## src/ueil_pkg.sv

```systemverilog
// Constants for the cell port error interrupt block.
// Shared by the top module and the testbench; no imports are used.
package ueil_pkg;
	// Register byte offsets
	localparam logic [11:0] OFF_CTRL = 12'h000;
	localparam logic [11:0] OFF_CLKCHK = 12'h014;
	localparam logic [11:0] OFF_EN = 12'h018;
	localparam logic [11:0] OFF_PEND = 12'h01c;
	// Enable and pending bit positions
	localparam int TX_CP = 18;
	localparam int TX_CF = 17;
	localparam int TX_QS = 16;
	localparam int RX_CP = 2;
	localparam int RX_CF = 1;
	localparam int RX_QS = 0;
	// Control bit positions
	localparam int CTRL_TX_EN = 16;
	localparam int CTRL_RX_EN = 0;
	// Clock check field positions and width
	localparam int CNT_W = 8;
	localparam int TX_CNT_LSB = 16;
	localparam int RX_CNT_LSB = 0;
	// Implemented bit masks
	localparam logic [31:0] IRQ_MASK = 32'h0007_0007;
	localparam logic [31:0] W1C_MASK = 32'h0006_0006;
	localparam logic [31:0] CTRL_MASK = 32'h0001_0001;
	localparam logic [31:0] CLKCHK_MASK = 32'h00ff_00ff;
	// Reset values
	localparam logic [31:0] CTRL_RST = 32'h0000_0000;
	localparam logic [31:0] CLKCHK_RST = 32'h00ff_00ff;
	localparam logic [31:0] EN_RST = 32'h0000_0000;
	localparam logic [31:0] PEND_RST = 32'h0000_0000;
endpackage

```

## src/ueil_sync2.sv

```systemverilog
// Two flip-flop synchroniser for one level from another clock domain.
// Assumes the input is free of glitches wider than it is slow.
`timescale 1ns/10ps
module ueil_sync2
(
	// Clock and reset
	input wire logic clk,
	input wire logic rstn,
	// Level in and out
	input wire logic d,
	output logic q
);
	logic meta_r;
	logic q_r;

	always_ff @(posedge clk or negedge rstn)
	begin
		if (!rstn)
		begin
			meta_r <= 1'b0;
			q_r <= 1'b0;
		end
		else
		begin
			meta_r <= d;
			q_r <= meta_r;
		end
	end

	assign q = q_r;
endmodule

```

## src/ueil_clk_watch.sv

```systemverilog
// Edge finder and timeout counter for one interface clock.
// Assumes a synchronised copy of the clock and a check count on pclk.
`timescale 1ns/10ps
module ueil_clk_watch
#(
	parameter int CW = 8
)
(
	// Clock and reset
	input wire logic clk,
	input wire logic rstn,
	// Watched clock and settings
	input wire logic clk_sync,
	input wire logic enable,
	input wire logic [CW-1:0] check_count,
	// Results
	output logic edge_seen,
	output logic absent,
	output logic failed,
	output logic fail_pulse
);
	logic prev_r, prev_nxt;
	logic [CW-1:0] cnt_r, cnt_nxt;
	logic edge_r, edge_nxt;
	logic absent_r, absent_nxt;
	logic failed_r, failed_nxt;
	logic pulse_r, pulse_nxt;
	logic rise;

	assign rise = clk_sync & ~prev_r;

	always_comb
	begin
		prev_nxt = clk_sync;
		edge_nxt = rise;
		// Counter parks at the limit so it cannot wrap past it
		if (rise)
			cnt_nxt = '0;
		else if (cnt_r != check_count)
			cnt_nxt = cnt_r + 1'b1;
		else
			cnt_nxt = cnt_r;
		// A zero count turns the check off
		if (rise || check_count == '0)
			absent_nxt = 1'b0;
		else if (cnt_r == check_count)
			absent_nxt = 1'b1;
		else
			absent_nxt = absent_r;
		failed_nxt = enable & absent_nxt;
		pulse_nxt = failed_nxt & ~failed_r;
	end

	always_ff @(posedge clk or negedge rstn)
	begin
		if (!rstn)
		begin
			prev_r <= 1'b0;
			cnt_r <= '0;
			edge_r <= 1'b0;
			absent_r <= 1'b0;
			failed_r <= 1'b0;
			pulse_r <= 1'b0;
		end
		else
		begin
			prev_r <= prev_nxt;
			cnt_r <= cnt_nxt;
			edge_r <= edge_nxt;
			absent_r <= absent_nxt;
			failed_r <= failed_nxt;
			pulse_r <= pulse_nxt;
		end
	end

	assign edge_seen = edge_r;
	assign absent = absent_r;
	assign failed = failed_r;
	assign fail_pulse = pulse_r;

	zero_count_off_a: assert property (@(posedge clk) disable iff (!rstn)
		(check_count == '0) |=> !failed)
		else $error("clock check failed with zero count");
	fail_needs_en_a: assert property (@(posedge clk) disable iff (!rstn)
		failed |-> $past(enable))
		else $error("clock failure flagged while disabled");
	edge_seen_a: assert property (@(posedge clk) disable iff (!rstn)
		rise |=> edge_seen ##1 !edge_seen)
		else $error("clock edge not reported as one pulse");
endmodule

```

## src/ueil_top.sv

```systemverilog
// Error and status interrupt logic of the cell port, with its APB slave.
// Assumes interface clocks far slower than pclk and queue signals on pclk.
//
// Operation
// - Interrupt when any enabled condition pending
// - Write one clears clock bits; zero keeps
// - Stall bits read-only, cleared when stall ends
// - Transmit clock seen sets bit 18
// - Receive clock seen sets bit 2
// - Enabled transmit clock timeout sets bit 17
// - Enabled receive clock timeout sets bit 1
// - Full-queue write stall holds bit 16
// - Empty-queue read stall holds bit 0
// - Transmit enables at 18,17,16, reset zero
// - Receive enables at 2,1,0, reset zero
// - Reserved bits read zero, writes ignored
// - Timeout resets transmit port; zero count disables
// - Transmitter disabled holds port in reset
//
// Chosen here: the address map and the APB slave port.
`timescale 1ns/10ps
module ueil_top
(
	// Clock and reset
	input wire logic pclk,
	input wire logic presetn,
	// APB slave
	input wire logic psel,
	input wire logic penable,
	input wire logic pwrite,
	input wire logic [11:0] paddr,
	input wire logic [31:0] pwdata,
	output logic [31:0] prdata,
	output logic pready,
	output logic pslverr,
	// Interface clocks from the link
	input wire logic cell_tx_clock,
	input wire logic cell_rx_clock,
	// Queue status from the datapath
	input wire logic tx_queue_full,
	input wire logic tx_queue_write_req,
	input wire logic rx_queue_empty,
	input wire logic rx_queue_read_req,
	// Port control and interrupt
	output logic transmitter_enable,
	output logic receiver_enable,
	output logic tx_port_reset,
	output logic rx_port_reset,
	output logic cell_port_irq
);
	logic [31:0] ctrl_r, ctrl_nxt;
	logic [31:0] clkchk_r, clkchk_nxt;
	logic [31:0] error_irq_enable_reg_r, error_irq_enable_reg_nxt;
	logic [31:0] error_irq_pending_reg_r, error_irq_pending_reg_nxt;
	logic [31:0] prdata_r, prdata_nxt;
	logic pready_r, pready_nxt;
	logic pslverr_r, pslverr_nxt;
	logic tx_rst_r, tx_rst_nxt;
	logic rx_rst_r, rx_rst_nxt;
	logic irq_r, irq_nxt;
	logic tx_clk_s, rx_clk_s;
	logic tx_edge, tx_absent, tx_failed, tx_fail_pulse;
	logic rx_edge, rx_absent, rx_failed, rx_fail_pulse;
	logic wr_access;
	logic wr_ctrl, wr_clkchk, wr_en, wr_pend;
	logic [31:0] w1c;
	logic [ueil_pkg::CNT_W-1:0] tx_clk_check_count, rx_clk_check_count;

	function automatic logic hit(input logic [11:0] a, input logic [11:0] off);
		hit = (a == off);
	endfunction

	function automatic logic mapped(input logic [11:0] a);
		mapped = hit(a, ueil_pkg::OFF_CTRL) | hit(a, ueil_pkg::OFF_CLKCHK) |
			hit(a, ueil_pkg::OFF_EN) | hit(a, ueil_pkg::OFF_PEND);
	endfunction

	assign tx_clk_check_count = clkchk_r[ueil_pkg::TX_CNT_LSB +: ueil_pkg::CNT_W];
	assign rx_clk_check_count = clkchk_r[ueil_pkg::RX_CNT_LSB +: ueil_pkg::CNT_W];

	ueil_sync2 u_tx_sync
	(
		.clk(pclk),
		.rstn(presetn),
		.d(cell_tx_clock),
		.q(tx_clk_s)
	);

	ueil_sync2 u_rx_sync
	(
		.clk(pclk),
		.rstn(presetn),
		.d(cell_rx_clock),
		.q(rx_clk_s)
	);

	ueil_clk_watch #(.CW(ueil_pkg::CNT_W)) u_tx_watch
	(
		.clk(pclk),
		.rstn(presetn),
		.clk_sync(tx_clk_s),
		.enable(ctrl_r[ueil_pkg::CTRL_TX_EN]),
		.check_count(tx_clk_check_count),
		.edge_seen(tx_edge),
		.absent(tx_absent),
		.failed(tx_failed),
		.fail_pulse(tx_fail_pulse)
	);

	ueil_clk_watch #(.CW(ueil_pkg::CNT_W)) u_rx_watch
	(
		.clk(pclk),
		.rstn(presetn),
		.clk_sync(rx_clk_s),
		.enable(ctrl_r[ueil_pkg::CTRL_RX_EN]),
		.check_count(rx_clk_check_count),
		.edge_seen(rx_edge),
		.absent(rx_absent),
		.failed(rx_failed),
		.fail_pulse(rx_fail_pulse)
	);

	// Writes land at the access edge; unmapped writes are dropped
	assign wr_access = psel & penable & pready_r & pwrite & ~pslverr_r;
	assign wr_ctrl = wr_access & hit(paddr, ueil_pkg::OFF_CTRL);
	assign wr_clkchk = wr_access & hit(paddr, ueil_pkg::OFF_CLKCHK);
	assign wr_en = wr_access & hit(paddr, ueil_pkg::OFF_EN);
	assign wr_pend = wr_access & hit(paddr, ueil_pkg::OFF_PEND);
	assign w1c = wr_pend ? (pwdata & ueil_pkg::W1C_MASK) : 32'h0000_0000;

	// Register group
	always_comb
	begin
		ctrl_nxt = ctrl_r;
		clkchk_nxt = clkchk_r;
		error_irq_enable_reg_nxt = error_irq_enable_reg_r;
		if (wr_ctrl)
			ctrl_nxt = pwdata & ueil_pkg::CTRL_MASK;
		if (wr_clkchk)
			clkchk_nxt = pwdata & ueil_pkg::CLKCHK_MASK;
		if (wr_en)
			error_irq_enable_reg_nxt = pwdata & ueil_pkg::IRQ_MASK;
		// Clear first, then hardware sets override it
		error_irq_pending_reg_nxt = error_irq_pending_reg_r & ~w1c;
		if (tx_absent)
			error_irq_pending_reg_nxt[ueil_pkg::TX_CP] = 1'b0;
		if (rx_absent)
			error_irq_pending_reg_nxt[ueil_pkg::RX_CP] = 1'b0;
		if (tx_edge)
			error_irq_pending_reg_nxt[ueil_pkg::TX_CP] = 1'b1;
		if (rx_edge)
			error_irq_pending_reg_nxt[ueil_pkg::RX_CP] = 1'b1;
		if (tx_fail_pulse)
			error_irq_pending_reg_nxt[ueil_pkg::TX_CF] = 1'b1;
		if (rx_fail_pulse)
			error_irq_pending_reg_nxt[ueil_pkg::RX_CF] = 1'b1;
		// Stall bits follow the live condition, software cannot touch them
		error_irq_pending_reg_nxt[ueil_pkg::TX_QS] =
			tx_queue_write_req & tx_queue_full;
		error_irq_pending_reg_nxt[ueil_pkg::RX_QS] =
			rx_queue_read_req & rx_queue_empty;
		error_irq_pending_reg_nxt = error_irq_pending_reg_nxt & ueil_pkg::IRQ_MASK;
		// Using next values keeps the interrupt in step with its pending bit
		irq_nxt = |(error_irq_pending_reg_nxt & error_irq_enable_reg_nxt);
		tx_rst_nxt = ~ctrl_nxt[ueil_pkg::CTRL_TX_EN] | tx_failed;
		rx_rst_nxt = ~ctrl_nxt[ueil_pkg::CTRL_RX_EN] | rx_failed;
	end

	always_ff @(posedge pclk or negedge presetn)
	begin
		if (!presetn)
		begin
			ctrl_r <= ueil_pkg::CTRL_RST;
			clkchk_r <= ueil_pkg::CLKCHK_RST;
			error_irq_enable_reg_r <= ueil_pkg::EN_RST;
			error_irq_pending_reg_r <= ueil_pkg::PEND_RST;
			irq_r <= 1'b0;
			tx_rst_r <= 1'b1;
			rx_rst_r <= 1'b1;
		end
		else
		begin
			ctrl_r <= ctrl_nxt;
			clkchk_r <= clkchk_nxt;
			error_irq_enable_reg_r <= error_irq_enable_reg_nxt;
			error_irq_pending_reg_r <= error_irq_pending_reg_nxt;
			irq_r <= irq_nxt;
			tx_rst_r <= tx_rst_nxt;
			rx_rst_r <= rx_rst_nxt;
		end
	end

	// Bus answer group: ready rises in the first access cycle
	always_comb
	begin
		pready_nxt = psel & ~penable;
		pslverr_nxt = psel & ~penable & ~mapped(paddr);
		prdata_nxt = prdata_r;
		if (psel && !penable)
		begin
			prdata_nxt = 32'h0000_0000;
			if (!pwrite)
			begin
				if (hit(paddr, ueil_pkg::OFF_CTRL))
					prdata_nxt = ctrl_r;
				else if (hit(paddr, ueil_pkg::OFF_CLKCHK))
					prdata_nxt = clkchk_r;
				else if (hit(paddr, ueil_pkg::OFF_EN))
					prdata_nxt = error_irq_enable_reg_r;
				else if (hit(paddr, ueil_pkg::OFF_PEND))
					prdata_nxt = error_irq_pending_reg_r;
			end
		end
	end

	always_ff @(posedge pclk or negedge presetn)
	begin
		if (!presetn)
		begin
			prdata_r <= 32'h0000_0000;
			pready_r <= 1'b0;
			pslverr_r <= 1'b0;
		end
		else
		begin
			prdata_r <= prdata_nxt;
			pready_r <= pready_nxt;
			pslverr_r <= pslverr_nxt;
		end
	end

	assign prdata = prdata_r;
	assign pready = pready_r;
	assign pslverr = pslverr_r;
	assign transmitter_enable = ctrl_r[ueil_pkg::CTRL_TX_EN];
	assign receiver_enable = ctrl_r[ueil_pkg::CTRL_RX_EN];
	assign tx_port_reset = tx_rst_r;
	assign rx_port_reset = rx_rst_r;
	assign cell_port_irq = irq_r;

	irq_combine_a: assert property (@(posedge pclk) disable iff (!presetn)
		cell_port_irq == |(error_irq_pending_reg_r & error_irq_enable_reg_r))
		else $error("interrupt does not match enabled pending bits");
	w1c_clear_a: assert property (@(posedge pclk) disable iff (!presetn)
		(wr_pend && pwdata[ueil_pkg::TX_CP] && !tx_edge)
		|=> !error_irq_pending_reg_r[ueil_pkg::TX_CP])
		else $error("write one did not clear clock present bit");
	w0_keep_a: assert property (@(posedge pclk) disable iff (!presetn)
		(wr_pend && !pwdata[ueil_pkg::RX_CF] && error_irq_pending_reg_r[ueil_pkg::RX_CF])
		|=> error_irq_pending_reg_r[ueil_pkg::RX_CF])
		else $error("write zero changed clock failed bit");
	set_wins_a: assert property (@(posedge pclk) disable iff (!presetn)
		(wr_pend && pwdata[ueil_pkg::RX_CP] && rx_edge)
		|=> error_irq_pending_reg_r[ueil_pkg::RX_CP])
		else $error("clear won over hardware set");
	tx_stall_a: assert property (@(posedge pclk) disable iff (!presetn)
		(tx_queue_write_req && tx_queue_full) |=> error_irq_pending_reg_r[ueil_pkg::TX_QS])
		else $error("transmit stall not flagged");
	rx_stall_end_a: assert property (@(posedge pclk) disable iff (!presetn)
		!(rx_queue_read_req && rx_queue_empty) |=> !error_irq_pending_reg_r[ueil_pkg::RX_QS])
		else $error("receive stall bit not cleared");
	rsv_zero_a: assert property (@(posedge pclk) disable iff (!presetn)
		(pready && !pwrite && (hit(paddr, ueil_pkg::OFF_EN) || hit(paddr, ueil_pkg::OFF_PEND)))
		|-> ((prdata & ~ueil_pkg::IRQ_MASK) == 32'h0000_0000))
		else $error("reserved bits read nonzero");
	fail_flag_a: assert property (@(posedge pclk) disable iff (!presetn)
		tx_fail_pulse |=> error_irq_pending_reg_r[ueil_pkg::TX_CF] && tx_port_reset)
		else $error("transmit clock failure not flagged");
	tx_off_rst_a: assert property (@(posedge pclk) disable iff (!presetn)
		!transmitter_enable |-> tx_port_reset)
		else $error("disabled transmitter not in reset");
	ready_next_a: assert property (@(posedge pclk) disable iff (!presetn)
		(psel && !penable) |=> pready)
		else $error("no ready in first access cycle");
	tx_stall_end_a: assert property (@(posedge pclk) disable iff (!presetn)
		!(tx_queue_write_req && tx_queue_full) |=> !error_irq_pending_reg_r[ueil_pkg::TX_QS])
		else $error("transmit stall bit not cleared");
	rx_stall_a: assert property (@(posedge pclk) disable iff (!presetn)
		(rx_queue_read_req && rx_queue_empty) |=> error_irq_pending_reg_r[ueil_pkg::RX_QS])
		else $error("receive stall not flagged");
	rx_fail_flag_a: assert property (@(posedge pclk) disable iff (!presetn)
		rx_fail_pulse |=> error_irq_pending_reg_r[ueil_pkg::RX_CF] && rx_port_reset)
		else $error("receive clock failure not flagged");
	tx_present_a: assert property (@(posedge pclk) disable iff (!presetn)
		tx_edge |=> error_irq_pending_reg_r[ueil_pkg::TX_CP])
		else $error("transmit clock edge did not set present bit");
	rx_present_a: assert property (@(posedge pclk) disable iff (!presetn)
		rx_edge |=> error_irq_pending_reg_r[ueil_pkg::RX_CP])
		else $error("receive clock edge did not set present bit");
	tx_absent_clr_a: assert property (@(posedge pclk) disable iff (!presetn)
		(tx_absent && !tx_edge) |=> !error_irq_pending_reg_r[ueil_pkg::TX_CP])
		else $error("absent transmit clock still reads present");
	rx_absent_clr_a: assert property (@(posedge pclk) disable iff (!presetn)
		(rx_absent && !rx_edge) |=> !error_irq_pending_reg_r[ueil_pkg::RX_CP])
		else $error("absent receive clock still reads present");
	cf_clear_a: assert property (@(posedge pclk) disable iff (!presetn)
		(wr_pend && pwdata[ueil_pkg::TX_CF] && !tx_fail_pulse)
		|=> !error_irq_pending_reg_r[ueil_pkg::TX_CF])
		else $error("write one did not clear clock failed bit");
	rx_off_rst_a: assert property (@(posedge pclk) disable iff (!presetn)
		!receiver_enable |-> rx_port_reset)
		else $error("disabled receiver not in reset");
endmodule

```

## config.mk

```make
export PLATFORM = sky130hd
export DESIGN_NAME = ueil_top
export DESIGN_NICKNAME = d
export VERILOG_FILES = /design/src/ueil_pkg.sv /design/src/ueil_sync2.sv /design/src/ueil_clk_watch.sv /design/src/ueil_top.sv
export SDC_FILE = /design/constraint.sdc
export NUM_CORES = 1
export LEC_CHECK = 0
export BUFFER_PORTS_ARGS = -buffer_cell sky130_fd_sc_hd__buf_2
export CAP_MARGIN = 20
export CORE_ASPECT_RATIO = 1.75
export CORE_MARGIN = 2
export CORE_UTILIZATION = 48
export CTS_CLUSTER_SIZE = 12
export DETAILED_ROUTE_END_ITERATION = 7
export HOLD_SLACK_MARGIN = 0.06
export PLACE_DENSITY = 0.76
export SLEW_MARGIN = 10
export SYNTH_ARGS = -nofsm -noshare
export SYNTH_HDL_FRONTEND = slang
export SYNTH_SLANG_ARGS = --single-unit
```

## constraint.sdc

```tcl
create_clock -name pclk -period 2.1 [get_ports pclk]
set_input_delay 0.42 -clock pclk [delete_from_list [all_inputs] [get_ports pclk]]
set_output_delay 0.42 -clock pclk [all_outputs]
set_load 0.01 [all_outputs]
```

* Word level (Yosys, flattened, before mapping) *
Index checks and enable logic that the tools add are counted.

operators by class
  $add $sub $neg = 2
  equal/unequal tests = 7
  multiplexer cells = 22
  bitwise operators = 35
  reductions and logical operators = 10

operators by type and width
  kind                 number
  $mux 32              5
  $mux 19              2
  $eq 12x5->1 const B  3
  $and 19x32->32       1
  $mux 8               4
  $reduce_or 32->1     1
  $and 19x19->19       1
  $not 19->19          1
  $and 1x1->1          18
  $mux 17              1
  $add 8x1->8 const B  2
  $eq 8x8->1           2
  $logic_not 8->1      2
  $ne 8x8->1           2
  $logic_not 12->1     1
  $mux 1               10
  $not 1->1            9
  $or 1x1->1           5
  $reduce_bool 2->1    2
  $logic_or 1x1->1     2
  $logic_and 1x1->1    1
  $logic_not 1->1      1

storage, ports and cells
  register bits = 123
  input port bits = 55
  logic and storage cells = 102

* Depth between registers and ports, before layout *
Gate-level depths: netlist of the first run.

  word-level depth = 12
  depth in mapped cells = 7
  gate-level depth less buffers = 6

* By module *
A second synthesis of the first run with hierarchy kept.

unflattened totals
  cell total of the unflattened synthesis = 352
  area total of the unflattened synthesis = 3965.1 sq um

modules (own cells, without submodules)
  module          instances  cells each  area an instance (sq um)  seq. area each (sq um)
  ueil_top        1          196         2348.5                    1298.7
  ueil_clk_watch  2          76          758.2                     325.3
  ueil_sync2      2          2           50.0                      50.0

* Worst setup path before layout of the first run *
Ideal clock, no wire load.

  kind = in2reg
  from = input paddr[9]
  to = register irq_r (netlist: cell_port_irq)
  arrival = 2121 ps
  setup slack = -156 ps
  stages on the path = 6
  path buffers = 0
  path through = nor4_4 nand4b_2 nor4b_4 mux2_2 a222oi_1 nand4_1

RTL lines
  what                                    line             source
  start: declaration                      ueil_top.sv:31   input wire logic [11:0] paddr,
  $eq 12x5->1                             ueil_top.sv:70   hit = (a == off);
  $and 1x1->1                             ueil_top.sv:127  assign wr_en = wr_access & hit(paddr, ueil_pkg::OFF_EN);
  $mux 32                                 ueil_top.sv:141  if (wr_en)
  named net error_irq_enable_reg_nxt[16]  ueil_top.sv:53   logic [31:0] error_irq_enable_reg_r, error_irq_enable_reg_nxt;
  $and 19x32->32                          ueil_top.sv:164  irq_nxt = |(error_irq_pending_reg_nxt & error_irq_enable_reg_nxt);
  $reduce_or 32->1                        ueil_top.sv:164
  named net irq_nxt                       ueil_top.sv:60   logic irq_r, irq_nxt;
  end signal: assignment                  ueil_top.sv:187  irq_r <= irq_nxt;
  end: declaration                        ueil_top.sv:60

The timed path passes the listed nets, and every way through them passes these cells.
A chain may end at the register's enable or synchronous reset.

* Worst setup path in the final report of the first run *
  from = register pready_r (netlist: pready)
  to = register irq_r (netlist: cell_port_irq)

RTL lines
  what                                    line             source
  start: declaration                      ueil_top.sv:56   logic pready_r, pready_nxt;
  start signal: assignment                ueil_top.sv:227  pready_r <= pready_nxt;
  $and 1x1->1 (3 in series)               ueil_top.sv:124  assign wr_access = psel & penable & pready_r & pwrite & ~pslverr_r;
  $and 1x1->1                             ueil_top.sv:127
  $mux 32                                 ueil_top.sv:141
  named net error_irq_enable_reg_nxt[16]  ueil_top.sv:53
  $and 19x32->32                          ueil_top.sv:164
  $reduce_or 32->1                        ueil_top.sv:164
  named net irq_nxt                       ueil_top.sv:60

The timed path passes the listed nets, and every way through them passes these cells.

==> results of run 1 <==
[registers in the layout, indices dropped and copies added (netlist names), 2 cells and up]
name	cells
ctrl_r	2
prdata	16
error_irq_enable_reg_r	6
u_tx_watch.cnt_r	8
clkchk_r	16
u_rx_watch.cnt_r	8
error_irq_pending_reg_r	6
[logic make-up (layout without fill, tap and decap cells)]
family                     Yosys count  count (layout)  synth area share
buffers and inverters               30             108            0.0511
muxes                               26              26            0.0785
adders and majority gates            2               2           0.00676
other                                1              16           0.00101
AOI/OAI and AO/OA                   42              42            0.0798
and+or+nand+nor                    100             100             0.158
DFF                                 81              81             0.554
xor gates and xnor gates            30              30            0.0710
[what timing repair did]
action / in CTS / in global routing
resized for setup: 3 / 1
pin swaps: 2 / 2
buffers inserted: 1 / 1
hold buffers: 1 / 0
endpoints found under the setup margin: 1 / 1
endpoints found under the hold margin: 14 / 0
cloned: 0 / 0
[cell usage after synthesis, types with 2 or more instances]
library cell  number  area share
buf_4             18       0.037
mux2_2            15       0.046
o2111ai_1          4      0.0095
o21a_1             2      0.0041
nor4_1             5      0.0085
nand3_1            2      0.0027
nor2b_1            4      0.0068
o41ai_1            2      0.0047
clkbuf_1           5      0.0051
xnor2_1           22       0.052
mux2i_1            2      0.0054
nand2_1           16       0.016
nor2_1            35       0.036
dfstp_2           18        0.13
mux2_1             9       0.027
and2_1             4      0.0068
and3_1             2      0.0034
nor4_4             3       0.017
ha_1               2      0.0068
nand2b_1           4      0.0068
inv_1              5      0.0051
dfrtp_1           63        0.43
nand4b_2           2      0.0081
o211ai_1           4      0.0081
o21ai_0            4      0.0054
nand4_1            6       0.010
or2_2              2      0.0034
a21oi_1           12       0.016
a22o_1            10       0.024
a31oi_1            2      0.0034
xor2_1             8       0.019
nor3_1             8       0.011
[routing by layer]
metal  GRT usage  vias to the layer above  part of all wire
met2       0.350                       87              0.52
met1       0.228                     1273              0.39
met4       0.117                        0             0.037
met5           0                        -                 0
li1            -                     1234                 -
met3      0.0453                       17             0.052
[final cells by class]
| cell class | count | area, sq um |
|---|---|---|
| Sequential cell | 81 | 2050 |
| Timing Repair Buffer | 87 | 543 |
| Multi-Input combinational cell | 216 | 1540 |
| Inverter | 5 | 18.8 |
| Clock inverter | 3 | 40.0 |
| Clock buffer | 13 | 260 |
| Tap cell | 88 | 110 |
| Fill cell | 630 | 2960 |
[power breakdown]
group	switching, mW	leakage [nW]	internal [mW]
Clock	0.561	0.150	0.981
Sequential	0.0925	1.02	1.64
Combinational	0.307	1.06	0.206
Total	0.960	2.24	2.83
[worst reg2reg max path, cell delays in order, from the launching register on]
cell and delay [ns]:
dfrtp_1 0.35, nand4_1 0.10, or2_4 0.26, nor4b_4 0.24, buf_4 0.18, mux2_4 0.31, a222oi_1 0.38, nand4_1 0.14
[worst min-delay path by stage]
stage                                            end           from  cells past startpoint
final                     u_rx_sync.meta_r$_DFF_PN0_  cell_rx_clock                      1
after floorplan              cell_port_irq$_DFF_PN0_        presetn                      0
after global routing      u_rx_sync.meta_r$_DFF_PN0_  cell_rx_clock                      1
after global placement    u_tx_sync.meta_r$_DFF_PN0_        presetn                      1
after detailed placement  u_tx_sync.meta_r$_DFF_PN0_        presetn                      1
after CTS                 u_rx_sync.meta_r$_DFF_PN0_  cell_rx_clock                      1
==> impl_metrics.yaml, run 1 <==
run_status:
  status: "finished, final reports clean"
drt:
  vias: 2611
  dr.pass1.iters: 5
  wire_per_inst_um: 16.1
  drt_iter0_markers: 134
  routed_wl_um: 7930
  antenna_left: 0
  avgViaCountPerCell: 5.30
  drc_errors: 0
critical_path:
  worstPathArrival_ns: 2.29
  critPathMaxFanout: 4
  r2r_setup_slack_ns: 0.01
  cp_num_buf_inv: 1
  worst_setup_path_start_kind: "flip-flop"
  slowest_delay_ns: 0.38
  worstPathRequired_ns: 2.30
  cpLargestDelayFamily: "simple AND/OR/NAND/NOR gates"
  r2r_cells: 7
  crit_cells: 7
  crit_top_cell: "nand4_1"
  startpoint: "pready$_DFF_PN0_"
  path_cells: "nand4_1, or2_4, nor4b_4, buf_4, mux2_4, a222oi_1, nand4_1"
  r2r-end: "cell_port_irq$_DFF_PN0_"
  end_kind: "flip-flop"
  worstSetupPathType: "reg -> reg"
  worstReg2RegStart: "pready$_DFF_PN0_"
  endpoint: "cell_port_irq$_DFF_PN0_"
  crit_slowest_cell: "a222oi_1"
floorplan:
  io_pins: 94
  fp.dieW_um: 70.4
  dieArea_sq_mm: 0.00845
  rows: 42
  core_area_sq_mm: 0.00751
  fp.dieH_um: 120
  initial_core_util: 0.492
sta:
  worst_pin_slew_ns: 0.635
  clock_skew_ns: 0.00698
  setup_violations: 0
  layout_min_cycle_time_ns: 2.09
  tns_ns: 0
  worst_hold_slack_ns: 0.194
  fmax_mhz: 478
  max_slew_margin: 0.576
  rsz0062_at_grt: "yes"
  layout_setup_ws_ns: 0.00961
  finalCritPeriodShare: 0.995
  slew_viol_final: 0
  hold_violations: 0
clock_tree:
  cts_tree: "yes"
  cts_max_path_buffers: 2
  clk_pin_slew_ns: 0.06
  insertion_delay_ns: 0.33
  cts_root_buf: "clkbuf_16"
  h-tree-depth: 3
  cts_sinks: 81
  numCtsBuffers: 9
placed_design:
  dpl_worst_slack_ns: -0.348
  dp_hpwl_um: 5860
  globalplace.congestion: 0.880
  postPlaceCellArea_sq_mm: 0.00421
  io_buffers: 61
  place_inst: 474
layout:
  diodes: 0
  area_growth_pct: 23.2
  layout_commonest_cell: "dfrtp_1"
  drive_above_1_share: 0.358
  fin_nets: 457
  layout_common_cells: "63 x dfrtp_1, 60 x buf_2, 35 x nor2_1"
  fin_cells: 493
  fin_util: 0.606
  final_cell_area_sq_mm: 0.00456
pwr:
  ir_drop_uv: 567
  p_per_area_mw_per_mm2: 831
  power_mw: 3.79
  leakage_nw: 2.24
synth:
  async_reset_ff_frac: 1.00
  ys_ff_latch: 81
  ys_seq_area_frac: 0.554
  yosysWarnings: 0
  synthFlopType: "dfrtp_1"
  syn_inst: 312
  syn_avg_cell_area_sq_um: 11.9
  yosys.cell_types.count: 44
  netlist_area_sq_mm: 0.00370
  synth_edf_count: 0
global_routing:
  grt_max_degree: 42
  antenna_found_initial: 0
  grt-ovfl-total: 0
  grt_pass1_vias: 2695
  grt_pass1_wl_um: 13100
  gr-usage-all-layers: 0.203
run:
  cap_violations: 0
worst_hold_path:
  hp-class: "in -> reg"
No activity file was read; power rests on OpenSTA's default activity.
==> run 2, diff against run 1 <==
Settings changed: PLACE_DENSITY 0.76 to 0.75.
Clock period 2.1 ns to 1.9 ns, I/O delays scaled along.
==> run 2 against run 1 <==
The run now ends with negative setup slack left. Die area unchanged. Count of clock-buffer cells in the layout shrank 2. Sequential power increased by 11%. First-iteration DRC count shrank 28%. Maximum frequency rose by 3.8%. Largest power group unchanged. Highest routed layer unchanged.
==> impl_metrics.yaml, run 2 (synthesized netlist as in run 1, its figures left out) <==
drt:
  vias: 2692
  antenna_left: 0
  avgViaCountPerCell: 5.39
  wire_per_inst_um: 16.8
  routed_wl_um: 8370
  drt_iter0_markers: 97
  drc_errors: 0
  dr.pass1.iters: 4
pwr:
  power_mw: 4.35
  p_per_area_mw_per_mm2: 940
  leakage_nw: 2.25
  ir_drop_uv: 718
critical_path:
  worstPathArrival_ns: 2.22
  path_cells: "nand4_1, or2_4, nor4b_4, buf_4, mux2_4, a222oi_1, nand4_1"
  worst_setup_path_start_kind: "flip-flop"
  end_kind: "flip-flop"
  crit_slowest_cell: "dfrtp_1"
  critPathMaxFanout: 3
  worstPathRequired_ns: 2.11
  worstSetupPathType: "reg -> reg"
  slowest_delay_ns: 0.34
  crit_top_cell: "nand4_1"
global_routing:
  grt_pass1_vias: 2859
  antenna_found_initial: 0
  grt_max_degree: 41
  grt-ovfl-total: 0
  gr-usage-all-layers: 0.213
  grt_pass1_wl_um: 13700
clock_tree:
  cts_max_path_buffers: 2
  numCtsBuffers: 9
  cts_root_buf: "clkbuf_16"
  insertion_delay_ns: 0.34
  clk_pin_slew_ns: 0.06
  cts_sinks: 81
  cts_tree: "yes"
  h-tree-depth: 3
layout:
  fin_nets: 463
  layout_commonest_cell: "dfrtp_1"
  diodes: 0
  fin_cells: 499
  area_growth_pct: 25.1
  layout_common_cells: "63 x dfrtp_1, 60 x buf_2, 35 x nor2_1"
  drive_above_1_share: 0.370
floorplan:
  core_area_sq_mm: 0.00751
  initial_core_util: 0.492
  fp.dieW_um: 70.4
  io_pins: 94
  fp.dieH_um: 120
  dieArea_sq_mm: 0.00845
  rows: 42
placed_design:
  io_buffers: 61
  dpl_worst_slack_ns: -0.467
  place_inst: 480
  globalplace.congestion: 0.849
  dp_hpwl_um: 6180
sta:
  worst_hold_slack_ns: 0.151
  max_slew_margin: 0.546
  fmax_mhz: 497
  setup_violations: 1
  clock_skew_ns: 0.00639
  rsz0062_at_grt: "yes"
  hold_violations: 0
  finalCritPeriodShare: 1.06
  layout_min_cycle_time_ns: 2.01
  worst_pin_slew_ns: 0.679
  layout_setup_ws_ns: -0.114
  slew_viol_final: 0
  tns_ns: -0.114
run_status:
  violations: "negative setup slack"
  status: "complete, but fails checks"
run:
  cap_violations: 0
worst_hold_path:
  hp-class: "in -> reg"
run 2: layout make-up:
cell class | count | area, sq um
Clock inverter | 5 | 80.1
Multi-Input combinational cell | 216 | 1540
Clock buffer | 11 | 233
Inverter | 5 | 18.8
Sequential cell | 81 | 2050
Fill cell | 638 | 2890
Tap cell | 88 | 110
Timing Repair Buffer | 93 | 592
run 2: per-stage QoR:
stage	cell area [sq um]	util
5_1_grt	4630	0.616
4_1_cts	4600	0.612
3_3_place_gp	4260	0.567
3_5_place_dp	4260	0.567
6_report	4630	0.616
2_1_floorplan	3750	-
run 2: report_power, final:
group | switching (mW) | total (mW) | internal, mW
clock network | 0.661 | 1.81 | 1.15
logic | 0.352 | 0.622 | 0.271
registers | 0.107 | 1.92 | 1.81
total | 1.12 | 4.35 | 3.23
run 2: worst paths after layout:
path	from	endpoint	slack [ns]	cells after the start
worst max-delay path	pready$_DFF_PN0_	cell_port_irq$_DFF_PN0_	-0.11	7
worst min-delay path	cell_rx_clock	u_rx_sync.meta_r$_DFF_PN0_	0.15	1
worst max register to register	pready$_DFF_PN0_	cell_port_irq$_DFF_PN0_	-0.11	7
worst min register to register	u_rx_sync.meta_r$_DFF_PN0_	u_rx_sync.q$_DFF_PN0_	0.35	0
max in group asynchronous	presetn	clkchk_r[3]$_DFFE_PN1P_	0.72	3
min in group asynchronous	presetn	u_tx_sync.meta_r$_DFF_PN0_	0.57	2
run 2: worst max-delay path, delay by kind of cell (launching register included):
kind | cells | cell delay (ns)
simple gates | 4 | 0.77
buf+inv | 1 | 0.18
flops | 1 | 0.34
compound gates | 1 | 0.28
mux | 1 | 0.31
run 2: timing repair:
item                       in CTS  in global routing
setup endpoints to repair       1                  6
hold endpoints to repair       27                  0
pin swaps                       3                  5
gates resized for setup         2                  6
buffers inserted                2                  0
hold buffers                    1                  0
run 2: routing by layer:
| layer | GRT usage | part of all wire | up-vias | wire length [um] |
|---|---|---|---|---|
| met3 | 0.0563 | 0.059 | 22 | 495 |
| met5 | 0 | 0 | - | 0 |
| met1 | 0.230 | 0.35 | 1322 | 2970 |
| met4 | 0.108 | 0.033 | 0 | 274 |
| met2 | 0.377 | 0.55 | 102 | 4630 |
| li1 | - | - | 1246 | - |
